### src/hw/pit_pkg.sv
// Constants shared by both ends of the priority interrupt timer link.
// Assumes a 16-bit register port and a single 20 MHz system clock.
package pit_pkg;
   // Bus widths
   localparam int ADDR_W = 16;
   localparam int DATA_W = 16;
   // Register addresses
   localparam logic [15:0] ADDR_TIMER_START = 16'hF030;
   localparam logic [15:0] ADDR_TIMER_CONTROL = 16'hF040;
   localparam logic [15:0] ADDR_OPERATING_MODE = 16'hF041;
   localparam logic [15:0] ADDR_INTERRUPT_ENABLE = 16'hF044;
   localparam logic [15:0] ADDR_STATUS_FLAGS = 16'hF045;
   localparam logic [15:0] ADDR_COUNTER = 16'hF046;
   localparam logic [15:0] ADDR_COMPARE_A = 16'hF048;
   localparam logic [15:0] ADDR_PRIORITY_A = 16'hF080;
   localparam logic [15:0] ADDR_PRIORITY_C = 16'hF082;
   localparam logic [15:0] ADDR_PIN_FUNCTION = 16'hFFCA;
   localparam logic [15:0] ADDR_EDGE_SELECT = 16'hFFF2;
   localparam logic [15:0] ADDR_REQUEST_ENABLE = 16'hFFF3;
   localparam logic [15:0] ADDR_MASK_LEVEL = 16'hFFF5;
   localparam logic [15:0] ADDR_REQUEST_FLAGS = 16'hFFF6;
   // Field positions
   localparam int COUNTER_RUN_BIT = 1;
   localparam int CLEAR_SEL_HI = 6;
   localparam int CLEAR_SEL_LO = 5;
   localparam int EDGE_SEL_HI = 4;
   localparam int EDGE_SEL_LO = 3;
   localparam int PRESCALE_HI = 2;
   localparam int PRIO_HI = 7;
   localparam int PRIO_LO = 6;
   localparam int FLAG_BIT = 0;
   // Field encodings
   localparam logic [1:0] CLEAR_ON_MATCH_A = 2'h1;
   localparam logic [1:0] EDGE_RISING = 2'h0;
   localparam logic [1:0] EDGE_FALLING = 2'h1;
   localparam logic [1:0] MODE_NORMAL = 2'h0;
   localparam logic [2:0] PRESCALE_DIV4 = 3'h1;
   localparam logic [2:0] PRESCALE_DIV16 = 3'h2;
   localparam logic [2:0] PRESCALE_DIV64 = 3'h3;
   localparam logic [2:0] PRESCALE_DIV256 = 3'h6;
   localparam logic [2:0] PRESCALE_DIV1024 = 3'h7;
   localparam int PRESCALE_W = 10;
   // Reset values
   localparam logic [7:0] RESET_BYTE = 8'h00;
   localparam logic [15:0] RESET_COMPARE_A = 16'hFFFF;
   localparam logic CORE_DISABLE_RESET = 1'b1;
   // Request sources
   localparam logic SRC_PIN = 1'b0;
   localparam logic SRC_TIMER = 1'b1;
endpackage : pit_pkg

### src/hw/pit_link_if.sv
// Link between the interrupt/timer block and the processor core end.
// Assumes both ends run on the same system clock.
`timescale 1ns/100ps
interface pit_link_if;
   // Register port, driven by the core end except reg_rdata
   logic [15:0] reg_addr;
   logic [15:0] reg_wdata;
   logic reg_wr;
   logic reg_rd;
   logic [15:0] reg_rdata;
   // Prioritised request, driven by the device end
   logic irq_valid;
   logic [1:0] irq_level;
   logic irq_source;

   // Interrupt and timer block
   modport dev (input reg_addr, reg_wdata, reg_wr, reg_rd, output reg_rdata, irq_valid, irq_level, irq_source);
   // Processor core end
   modport core (output reg_addr, reg_wdata, reg_wr, reg_rd, input reg_rdata, irq_valid, irq_level, irq_source);
endinterface : pit_link_if

### src/hw/pit_device.sv
// Priority interrupt controller with one compare-match timer channel.
// Assumes an active-low request pin synchronous to the system clock.
`timescale 1ns/100ps
module pit_device #(
   parameter int PRESCALE_W = pit_pkg::PRESCALE_W
) (
   // Clock and reset
   input wire logic clk_sys_i,
   input wire logic reset_n_i,
   // Link to the core
   pit_link_if.dev link,
   // Shared pin, active low
   input wire logic external_request_pin_n_i,
   // Compare match pulse
   output logic compare_match_o
);
   // Register state
   logic counter_run_bit_ff, nxt_counter_run_bit;
   logic [7:0] timer_control_ff, nxt_timer_control;
   logic [1:0] operating_mode_ff, nxt_operating_mode;
   logic compare_interrupt_enable_a_ff, nxt_compare_interrupt_enable_a;
   logic compare_flag_a_ff, nxt_compare_flag_a;
   logic flag_read_armed_ff, nxt_flag_read_armed;
   logic [15:0] general_register_a_ff, nxt_general_register_a;
   logic [15:0] channel_counter_ff, nxt_channel_counter;
   logic [7:0] priority_a_ff, nxt_priority_a;
   logic [7:0] priority_c_ff, nxt_priority_c;
   logic pin_function_ff, nxt_pin_function;
   logic pin_edge_select_bit_ff, nxt_pin_edge_select_bit;
   logic pin_request_enable_bit_ff, nxt_pin_request_enable_bit;
   logic [7:0] mask_level_ff, nxt_mask_level;
   logic pin_request_flag_ff, nxt_pin_request_flag;
   // Pin history and prescaler
   logic pin_prev_ff, nxt_pin_prev;
   logic [PRESCALE_W-1:0] prescale_ff, nxt_prescale;
   // Outputs
   logic [15:0] rdata_ff, nxt_rdata;
   logic irq_valid_ff, nxt_irq_valid;
   logic [1:0] irq_level_ff, nxt_irq_level;
   logic irq_source_ff, nxt_irq_source;
   logic match_ff, nxt_match;

   // Two-bit priority field to level
   function automatic logic [1:0] prio_level(input logic [7:0] bank);
      if (bank[pit_pkg::PRIO_HI]) begin
         prio_level = 2'h2;
      end else if (bank[pit_pkg::PRIO_LO]) begin
         prio_level = 2'h1;
      end else begin
         prio_level = 2'h0;
      end
   endfunction : prio_level

   // Prescaler tap for a divider select
   function automatic int tap_bit(input logic [2:0] sel);
      case (sel)
         pit_pkg::PRESCALE_DIV4: tap_bit = 1;
         pit_pkg::PRESCALE_DIV16: tap_bit = 3;
         pit_pkg::PRESCALE_DIV64: tap_bit = 5;
         pit_pkg::PRESCALE_DIV256: tap_bit = 7;
         pit_pkg::PRESCALE_DIV1024: tap_bit = 9;
         default: tap_bit = -1;
      endcase
   endfunction : tap_bit

   // Decode helpers
   logic wr_en, rd_en;
   logic [1:0] pin_level, timer_level, clear_sel, edge_sel;
   logic pin_edge, count_tick, tap_rise, tap_fall, match_a;
   logic pin_req, timer_req;
   int tap;

   // Next-state logic for all registers
   always_comb begin
      wr_en = link.reg_wr;
      rd_en = link.reg_rd;
      nxt_counter_run_bit = counter_run_bit_ff;
      nxt_timer_control = timer_control_ff;
      nxt_operating_mode = operating_mode_ff;
      nxt_compare_interrupt_enable_a = compare_interrupt_enable_a_ff;
      nxt_general_register_a = general_register_a_ff;
      nxt_priority_a = priority_a_ff;
      nxt_priority_c = priority_c_ff;
      nxt_pin_function = pin_function_ff;
      nxt_pin_edge_select_bit = pin_edge_select_bit_ff;
      nxt_pin_request_enable_bit = pin_request_enable_bit_ff;
      nxt_mask_level = mask_level_ff;
      nxt_pin_prev = external_request_pin_n_i;
      nxt_prescale = prescale_ff + 1'b1;
      clear_sel = timer_control_ff[pit_pkg::CLEAR_SEL_HI:pit_pkg::CLEAR_SEL_LO];
      edge_sel = timer_control_ff[pit_pkg::EDGE_SEL_HI:pit_pkg::EDGE_SEL_LO];
      tap = tap_bit(timer_control_ff[pit_pkg::PRESCALE_HI:0]);
      // Edges of the divided clock
      if (tap < 0) begin
         tap_rise = 1'b1;
         tap_fall = 1'b1;
      end else begin
         tap_rise = !prescale_ff[tap] && nxt_prescale[tap];
         tap_fall = prescale_ff[tap] && !nxt_prescale[tap];
      end
      // Input clock edge choice
      case (edge_sel)
         pit_pkg::EDGE_RISING: count_tick = tap_rise;
         pit_pkg::EDGE_FALLING: count_tick = tap_fall;
         default: count_tick = tap_rise || tap_fall;
      endcase
      // Count only while running in normal mode
      count_tick = count_tick && counter_run_bit_ff && (operating_mode_ff == pit_pkg::MODE_NORMAL);
      match_a = count_tick && (channel_counter_ff == general_register_a_ff);
      nxt_match = match_a;
      nxt_channel_counter = channel_counter_ff;
      if (match_a && clear_sel == pit_pkg::CLEAR_ON_MATCH_A) begin
         nxt_channel_counter = '0;
      end else if (count_tick) begin
         nxt_channel_counter = channel_counter_ff + 1'b1;
      end
      // Pin edge, only when the pin is routed here
      if (pin_edge_select_bit_ff) begin
         pin_edge = !pin_prev_ff && external_request_pin_n_i;
      end else begin
         pin_edge = pin_prev_ff && !external_request_pin_n_i;
      end
      pin_edge = pin_edge && pin_function_ff;
      // Flag A: read-then-write-0 clear, set wins
      nxt_compare_flag_a = compare_flag_a_ff;
      nxt_flag_read_armed = flag_read_armed_ff;
      if (rd_en && link.reg_addr == pit_pkg::ADDR_STATUS_FLAGS && compare_flag_a_ff) begin
         nxt_flag_read_armed = 1'b1;
      end
      if (wr_en && link.reg_addr == pit_pkg::ADDR_STATUS_FLAGS) begin
         if (!link.reg_wdata[pit_pkg::FLAG_BIT] && flag_read_armed_ff) begin
            nxt_compare_flag_a = 1'b0;
         end
         nxt_flag_read_armed = 1'b0;
      end
      if (match_a) begin
         nxt_compare_flag_a = 1'b1;
      end
      // Pin flag: write 0 clears, set wins
      nxt_pin_request_flag = pin_request_flag_ff;
      if (wr_en && link.reg_addr == pit_pkg::ADDR_REQUEST_FLAGS && !link.reg_wdata[pit_pkg::FLAG_BIT]) begin
         nxt_pin_request_flag = 1'b0;
      end
      if (pin_edge) begin
         nxt_pin_request_flag = 1'b1;
      end
      // Register writes; only compare A takes all sixteen bits
      if (wr_en) begin
         case (link.reg_addr)
            pit_pkg::ADDR_TIMER_START: nxt_counter_run_bit = link.reg_wdata[pit_pkg::COUNTER_RUN_BIT];
            pit_pkg::ADDR_TIMER_CONTROL: nxt_timer_control = link.reg_wdata[7:0];
            pit_pkg::ADDR_OPERATING_MODE: nxt_operating_mode = link.reg_wdata[1:0];
            pit_pkg::ADDR_INTERRUPT_ENABLE: nxt_compare_interrupt_enable_a = link.reg_wdata[0];
            pit_pkg::ADDR_COMPARE_A: nxt_general_register_a = link.reg_wdata;
            pit_pkg::ADDR_PRIORITY_A: nxt_priority_a = link.reg_wdata[7:0];
            pit_pkg::ADDR_PRIORITY_C: nxt_priority_c = link.reg_wdata[7:0];
            pit_pkg::ADDR_PIN_FUNCTION: nxt_pin_function = link.reg_wdata[0];
            pit_pkg::ADDR_EDGE_SELECT: nxt_pin_edge_select_bit = link.reg_wdata[0];
            pit_pkg::ADDR_REQUEST_ENABLE: nxt_pin_request_enable_bit = link.reg_wdata[0];
            pit_pkg::ADDR_MASK_LEVEL: nxt_mask_level = link.reg_wdata[7:0];
            default: ;
         endcase
      end
      // Read data, zero for unmapped addresses
      nxt_rdata = '0;
      if (rd_en) begin
         case (link.reg_addr)
            pit_pkg::ADDR_TIMER_START: nxt_rdata[pit_pkg::COUNTER_RUN_BIT] = counter_run_bit_ff;
            pit_pkg::ADDR_TIMER_CONTROL: nxt_rdata[7:0] = timer_control_ff;
            pit_pkg::ADDR_OPERATING_MODE: nxt_rdata[1:0] = operating_mode_ff;
            pit_pkg::ADDR_INTERRUPT_ENABLE: nxt_rdata[0] = compare_interrupt_enable_a_ff;
            pit_pkg::ADDR_STATUS_FLAGS: nxt_rdata[0] = compare_flag_a_ff;
            pit_pkg::ADDR_COUNTER: nxt_rdata = channel_counter_ff;
            pit_pkg::ADDR_COMPARE_A: nxt_rdata = general_register_a_ff;
            pit_pkg::ADDR_PRIORITY_A: nxt_rdata[7:0] = priority_a_ff;
            pit_pkg::ADDR_PRIORITY_C: nxt_rdata[7:0] = priority_c_ff;
            pit_pkg::ADDR_PIN_FUNCTION: nxt_rdata[0] = pin_function_ff;
            pit_pkg::ADDR_EDGE_SELECT: nxt_rdata[0] = pin_edge_select_bit_ff;
            pit_pkg::ADDR_REQUEST_ENABLE: nxt_rdata[0] = pin_request_enable_bit_ff;
            pit_pkg::ADDR_MASK_LEVEL: nxt_rdata[7:0] = mask_level_ff;
            pit_pkg::ADDR_REQUEST_FLAGS: nxt_rdata[0] = pin_request_flag_ff;
            default: nxt_rdata = '0;
         endcase
      end
      // Per-source requests gated by enable and mask
      pin_level = prio_level(priority_a_ff);
      timer_level = prio_level(priority_c_ff);
      pin_req = pin_request_flag_ff && pin_request_enable_bit_ff && !mask_level_ff[pin_level];
      timer_req = compare_flag_a_ff && compare_interrupt_enable_a_ff && !mask_level_ff[timer_level];
      // Highest level wins, pin on a tie
      nxt_irq_valid = pin_req || timer_req;
      if (pin_req && (!timer_req || pin_level >= timer_level)) begin
         nxt_irq_level = pin_level;
         nxt_irq_source = pit_pkg::SRC_PIN;
      end else if (timer_req) begin
         nxt_irq_level = timer_level;
         nxt_irq_source = pit_pkg::SRC_TIMER;
      end else begin
         nxt_irq_level = 2'h0;
         nxt_irq_source = pit_pkg::SRC_PIN;
      end
   end

   // Register stage
   always_ff @(posedge clk_sys_i or negedge reset_n_i) begin
      if (!reset_n_i) begin
         counter_run_bit_ff <= 1'b0;
         timer_control_ff <= pit_pkg::RESET_BYTE;
         operating_mode_ff <= 2'h0;
         compare_interrupt_enable_a_ff <= 1'b0;
         compare_flag_a_ff <= 1'b0;
         flag_read_armed_ff <= 1'b0;
         general_register_a_ff <= pit_pkg::RESET_COMPARE_A;
         channel_counter_ff <= '0;
         priority_a_ff <= pit_pkg::RESET_BYTE;
         priority_c_ff <= pit_pkg::RESET_BYTE;
         pin_function_ff <= 1'b0;
         pin_edge_select_bit_ff <= 1'b0;
         pin_request_enable_bit_ff <= 1'b0;
         mask_level_ff <= pit_pkg::RESET_BYTE;
         pin_request_flag_ff <= 1'b0;
         pin_prev_ff <= 1'b1;
         prescale_ff <= '0;
         rdata_ff <= '0;
         irq_valid_ff <= 1'b0;
         irq_level_ff <= 2'h0;
         irq_source_ff <= 1'b0;
         match_ff <= 1'b0;
      end else begin
         counter_run_bit_ff <= nxt_counter_run_bit;
         timer_control_ff <= nxt_timer_control;
         operating_mode_ff <= nxt_operating_mode;
         compare_interrupt_enable_a_ff <= nxt_compare_interrupt_enable_a;
         compare_flag_a_ff <= nxt_compare_flag_a;
         flag_read_armed_ff <= nxt_flag_read_armed;
         general_register_a_ff <= nxt_general_register_a;
         channel_counter_ff <= nxt_channel_counter;
         priority_a_ff <= nxt_priority_a;
         priority_c_ff <= nxt_priority_c;
         pin_function_ff <= nxt_pin_function;
         pin_edge_select_bit_ff <= nxt_pin_edge_select_bit;
         pin_request_enable_bit_ff <= nxt_pin_request_enable_bit;
         mask_level_ff <= nxt_mask_level;
         pin_request_flag_ff <= nxt_pin_request_flag;
         pin_prev_ff <= nxt_pin_prev;
         prescale_ff <= nxt_prescale;
         rdata_ff <= nxt_rdata;
         irq_valid_ff <= nxt_irq_valid;
         irq_level_ff <= nxt_irq_level;
         irq_source_ff <= nxt_irq_source;
         match_ff <= nxt_match;
      end
   end

   // Drive the link and the pulse output
   assign link.reg_rdata = rdata_ff;
   assign link.irq_valid = irq_valid_ff;
   assign link.irq_level = irq_level_ff;
   assign link.irq_source = irq_source_ff;
   assign compare_match_o = match_ff;
endmodule : pit_device

### src/flat_wrapper.sv
// flat-port wrapper written by rule: the top's interface ports become plain ports
module pit_device_flat 
#(
   parameter int PRESCALE_W = pit_pkg::PRESCALE_W
)
  (clk_sys_i, reset_n_i, external_request_pin_n_i, compare_match_o, link_reg_addr, link_reg_wdata, link_reg_wr, link_reg_rd, link_reg_rdata, link_irq_valid, link_irq_level, link_irq_source);
  pit_link_if link_i ();
  input wire logic clk_sys_i;
  input wire logic reset_n_i;
  input wire logic external_request_pin_n_i;
  output logic compare_match_o;
  input wire logic [$bits(link_i.reg_addr)-1:0] link_reg_addr;
  input wire logic [$bits(link_i.reg_wdata)-1:0] link_reg_wdata;
  input wire logic [$bits(link_i.reg_wr)-1:0] link_reg_wr;
  input wire logic [$bits(link_i.reg_rd)-1:0] link_reg_rd;
  output wire logic [$bits(link_i.reg_rdata)-1:0] link_reg_rdata;
  output wire logic [$bits(link_i.irq_valid)-1:0] link_irq_valid;
  output wire logic [$bits(link_i.irq_level)-1:0] link_irq_level;
  output wire logic [$bits(link_i.irq_source)-1:0] link_irq_source;
  assign link_i.reg_addr = link_reg_addr;
  assign link_i.reg_wdata = link_reg_wdata;
  assign link_i.reg_wr = link_reg_wr;
  assign link_i.reg_rd = link_reg_rd;
  assign link_reg_rdata = link_i.reg_rdata;
  assign link_irq_valid = link_i.irq_valid;
  assign link_irq_level = link_i.irq_level;
  assign link_irq_source = link_i.irq_source;
  pit_device #(.PRESCALE_W(PRESCALE_W)) u_core (.clk_sys_i(clk_sys_i), .reset_n_i(reset_n_i), .link(link_i), .external_request_pin_n_i(external_request_pin_n_i), .compare_match_o(compare_match_o));
endmodule
### config.mk
export PLATFORM = sky130hd
export DESIGN_NAME = pit_device_flat
export DESIGN_NICKNAME = d
export VERILOG_FILES = /design/src/hw/pit_pkg.sv /design/src/hw/pit_link_if.sv /design/src/hw/pit_device.sv /design/src/flat_wrapper.sv
export SDC_FILE = /design/constraint.sdc
export NUM_CORES = 1
export LEC_CHECK = 0
export ABC_AREA = 1
export BUFFER_PORTS_ARGS = -buffer_cell sky130_fd_sc_hd__clkbuf_2
export CAP_MARGIN = 20
export CORE_MARGIN = 2
export CORE_UTILIZATION = 44
export CTS_CLUSTER_DIAMETER = 60
export DETAILED_ROUTE_END_ITERATION = 8
export PLACE_DENSITY_LB_ADDON = 0.2
export SYNTH_ARGS = -nofsm -noshare
export SYNTH_HDL_FRONTEND = slang
export SYNTH_SLANG_ARGS = --single-unit
### constraint.sdc
create_clock -name clk_sys_i -period 1.6 [get_ports clk_sys_i]
set_input_delay 0.24 -clock clk_sys_i [delete_from_list [all_inputs] [get_ports clk_sys_i]]
set_output_delay 0.24 -clock clk_sys_i [all_outputs]
set_load 0.005 [all_outputs]
==> results by group <==
Status
  • Status: complete, but fails checks
  • Failing checks: negative setup slack

Timing
  • Final period util: 116%
  • Setup TNS: -3970 ps
  • RSZ-0062 raised after global routing: true
  • Tmin final: 1850 ps
  • Clk_skew: 10.6 ps
  • Worst hold margin: 103 ps
  • Final Hold Vio Count: 0
  • Fin. max-slew vios: 0
  • Setup ws final: -253 ps
  • Final setup viols: 18
  • Worst Max-Slew Pin Slew: 649 ps
  • Rel. slew slack: 56.7%
  • Maximum clock frequency: 540 MHz

Worst setup path
  • CP top delay family: simple AND/OR/NAND/NOR gates
  • Worst Path Buf+Inv: 2
  • Crit path launch type: register
  • Critical-path maximum fanout: 8
  • Critical path's slowest cell: dfrtp_1
  • Data required, critical path: 1830 ps
  • Levels on crit path: 14
  • Data arrival time of the worst path: 2090 ps
  • Crit path top cell by count: nand2_1
  • CP Class: register to register
  • Crit end category: register
  • Crit path cell chain: buf_6 > nand3_1 > nand2_1 > nand2_2 > nor2_1 > nor2_1 > nand2_1 > nand3_2 > nand2_1 > nand2_2 > nand3_4 > buf_12 > o2111ai_1 > nand2_1
  • FF-to-FF path depth: 14
  • Slowest cell delay on critical path: 430 ps

Routing
  • Drt drc: 0
  • DR pass1 iterations: 7
  • Via/cell ratio: 5.08
  • Via count: 5292
  • Wire per inst: 14.6 um
  • Violation count after the first detailed-route iteration: 338
  • Final ANT Viol Nets: 0
  • DRT Wirelength: 15300 um

Global routing
  • Vias in the first global route: 5087
  • Pin count of the biggest net entering global routing: 40
  • First-pass GRT wire length: 24800 um
  • GRT Total Usage: 23.4%
  • Grt total ovfl: 0
  • Initial antenna violation count: 0

Yosys
  • Syn_nets: 740
  • Simple-gate area share of the yosys netlist: 25.3%
  • Mapped Cells: 699
  • Synth Area in Compound Gates: 12.7%
  • Synth cell types: 46
  • Synth warn: 0
  • Largest family of logic cells by synthesized area: simple AND/OR/NAND/NOR gates
  • Synth Area per Inst: 8.08 um2
  • Synth Register Bits: 106
  • Netlist area before placement: 5650 um2
  • Post-synthesis xor/xnor area fraction: 4.50%
  • Post-synthesis mux area share: 1.40%
  • Post-synthesis adder-cell area fraction: 0.886%
  • Post-synthesis sequential area ratio: 47.4%

Hold path
  • Hold path depth: 3
  • Hold Crit Class: primary input to register

Clock tree
  • CTS tree: yes
  • Clock root buffer: clkbuf_16
  • Clock Path Buffers: 2
  • Sink Count: 106
  • CTS H-Tree Depth: 3
  • Worst skew pair latency: 360 ps
  • Register clock-pin slew on the reported worst setup and hold paths: 70 ps
  • CTS Buf Count: 9

Power and ir drop
  • Peak VDD IR: 0.000482 V
  • Lkg Pwr: 3.78 nW
  • PwrDens: 687 nW/um2

Floorplanning
  • Initial Utilization: 44.9%
  • Die ar.: 13800 um2
  • Core Region: 12600 um2
  • Std cell rows: 41
  • Die width: 117 um
  • Chip Height: 117 um
  • Top Ports: 58

Finish
  • Final #Nets: 906
  • Area of the multi-input gates: 2600 um2
  • Layout cell share with drive strength beyond 1: 30.1%
  • Area grow syn2layout: 30.7%
  • Diodes inserted: 0
  • FF/Latch Area: 2680 um2
  • FILL cells: 1172

Placement
  • Dpl hpwl: 11400 um
  • Final Wtd Congestion: 0.859
  • IO Port Bufs: 57

Flow run
  • Max cap viols: 0
-- worst paths after layout --
| check | start | endpoint | slack (ps) |
|---|---|---|---|
| max | u_core.prescale_ff[0] | u_core.channel_counter_ff[10] | -250 |
| max in group asynchronous | reset_n_i | u_core.general_register_a_ff[1] | 660 |
| max reg2reg | u_core.prescale_ff[0] | u_core.channel_counter_ff[10] | -250 |
| min | link_reg_wdata[15] | u_core.general_register_a_ff[15] | 100 |
| min in group asynchronous | reset_n_i | u_core.prescale_ff[4] | 310 |
| min reg2reg | u_core.priority_a_ff[2] | u_core.priority_a_ff[2] | 490 |
-- area by class of cell --
class                           instances  area share [%]
Inverter                               85            4.32
Multi-Input combinational cell        486            35.3
Clock buffer                            9            3.05
Timing Repair Buffer                  177            17.3
Sequential cell                       106            36.3
Tap cell                              172            2.92
Clock inverter                          7           0.814
-- logic make-up (layout without fill, tap and decap cells) --
logic type | count (synthesis) | in the layout
AO/OA/AOI/OAI | 120 | 120
XOR/XNOR | 29 | 29
adder cells (fa/ha/maj) | 4 | 4
buffers and inverters | 107 | 278
flip-flops | 106 | 106
multiplexers | 7 | 7
AND/OR/NAND/NOR | 326 | 326
-- Yosys cell counts (all sizes together) --
| master | number | area, um2 |
|---|---|---|
| nor3 | 15 | 91.3 |
| or2 | 5 | 31.3 |
| nor2 | 50 | 198 |
| clkbuf | 15 | 58.8 |
| a41oi | 2 | 17.5 |
| o21ai | 57 | 285 |
| a2111oi | 1 | 8.76 |
| a22oi | 1 | 7.51 |
| o221ai | 1 | 8.76 |
| inv | 84 | 315 |
| and2 | 1 | 6.26 |
| nand3 | 35 | 198 |
| o22ai | 5 | 31.3 |
| dfrtp | 89 | 2230 |
| a21oi | 26 | 134 |
| a22o | 4 | 35.0 |
| clkinv | 1 | 3.75 |
| mux2 | 7 | 78.8 |
| xor2 | 23 | 201 |
| a31oi | 2 | 12.5 |
| nand4 | 16 | 100 |
| xnor2 | 6 | 52.6 |
| dfstp | 17 | 447 |
| nor4 | 1 | 6.26 |
| buf | 7 | 66.3 |
| o211ai | 1 | 7.51 |
| o2111ai | 17 | 149 |
| a211oi | 3 | 22.5 |
| ha | 4 | 50.1 |
| nand3b | 2 | 15.0 |
| nand2 | 200 | 773 |
| nor3b | 1 | 7.51 |
-- layout by cell type, fill, tap and decap left out, types with 4 or more instances in the layout --
cell type,netlist,final
nand2_4,1,5
a21oi_1,25,25
buf_4,1,112
nand3_1,32,32
inv_1,80,75
buf_12,0,5
mux2_2,7,7
ha_1,4,4
nand4_1,16,16
xor2_1,23,23
nor2_1,48,45
nor3_1,13,13
nand2_1,193,186
inv_2,4,10
a22o_1,4,4
nand2_2,6,8
nor2_2,1,4
dfrtp_1,89,84
o2111ai_1,17,17
clkbuf_16,0,10
o21ai_0,57,54
dfrtp_2,0,5
or2_2,5,5
o22ai_1,5,5
xnor2_1,6,6
clkbuf_2,2,56
dfstp_2,17,17
-- report_power, final --
group	internal [mW]	switching [mW]
clock network	1.09	1.07
registers	2.68	0.00109
logic	0.0818	0.141
-- stage by stage --
stage	worst slack (ps)	power, mW	area (um2)	instances	utilization [%]
floorplan	-132	2.78	5660	699	-
global placement	-182	2.95	6940	1017	55.2
detailed placement	-253	2.96	6940	1017	55.2
CTS	-199	5.12	7260	1037	57.8
global route	-351	5.26	7380	1042	58.7
finish	-253	5.07	7380	1042	58.7
-- state kept, by name (all words and copies together), names as in the netlist, 2 cells and up --
name and count:
u_core.prescale_ff 10, u_core.priority_c_ff 8, u_core.link.reg_rdata 16, u_core.mask_level_ff 8, u_core.link.irq_level 2, u_core.timer_control_ff 8, u_core.channel_counter_ff 16, u_core.priority_a_ff 8
u_core.operating_mode_ff 2, u_core.general_register_a_ff 16
-- timing repair --
action,CTS,global route
hold buffers,2,0
endpoints found under the setup margin,19,22
endpoints found under the hold margin,18,0
gates cloned,0,1
setup buffers,2,4
pin swaps,1,2
resized for setup,4,26
-- tightest hold or removal path: stages --
cell and delay [ps]:
clkbuf_2 80, nor2_1 90, a21oi_1 50
-- layer usage --
layer | global-route usage (%) | routed length (um)
met5 | 0 | 0
met4 | 6.12 | 174
met3 | 4.69 | 779
met2 | 37.5 | 7280
met1 | 32.5 | 7030
No activity file was read; power rests on OpenSTA's default activity.
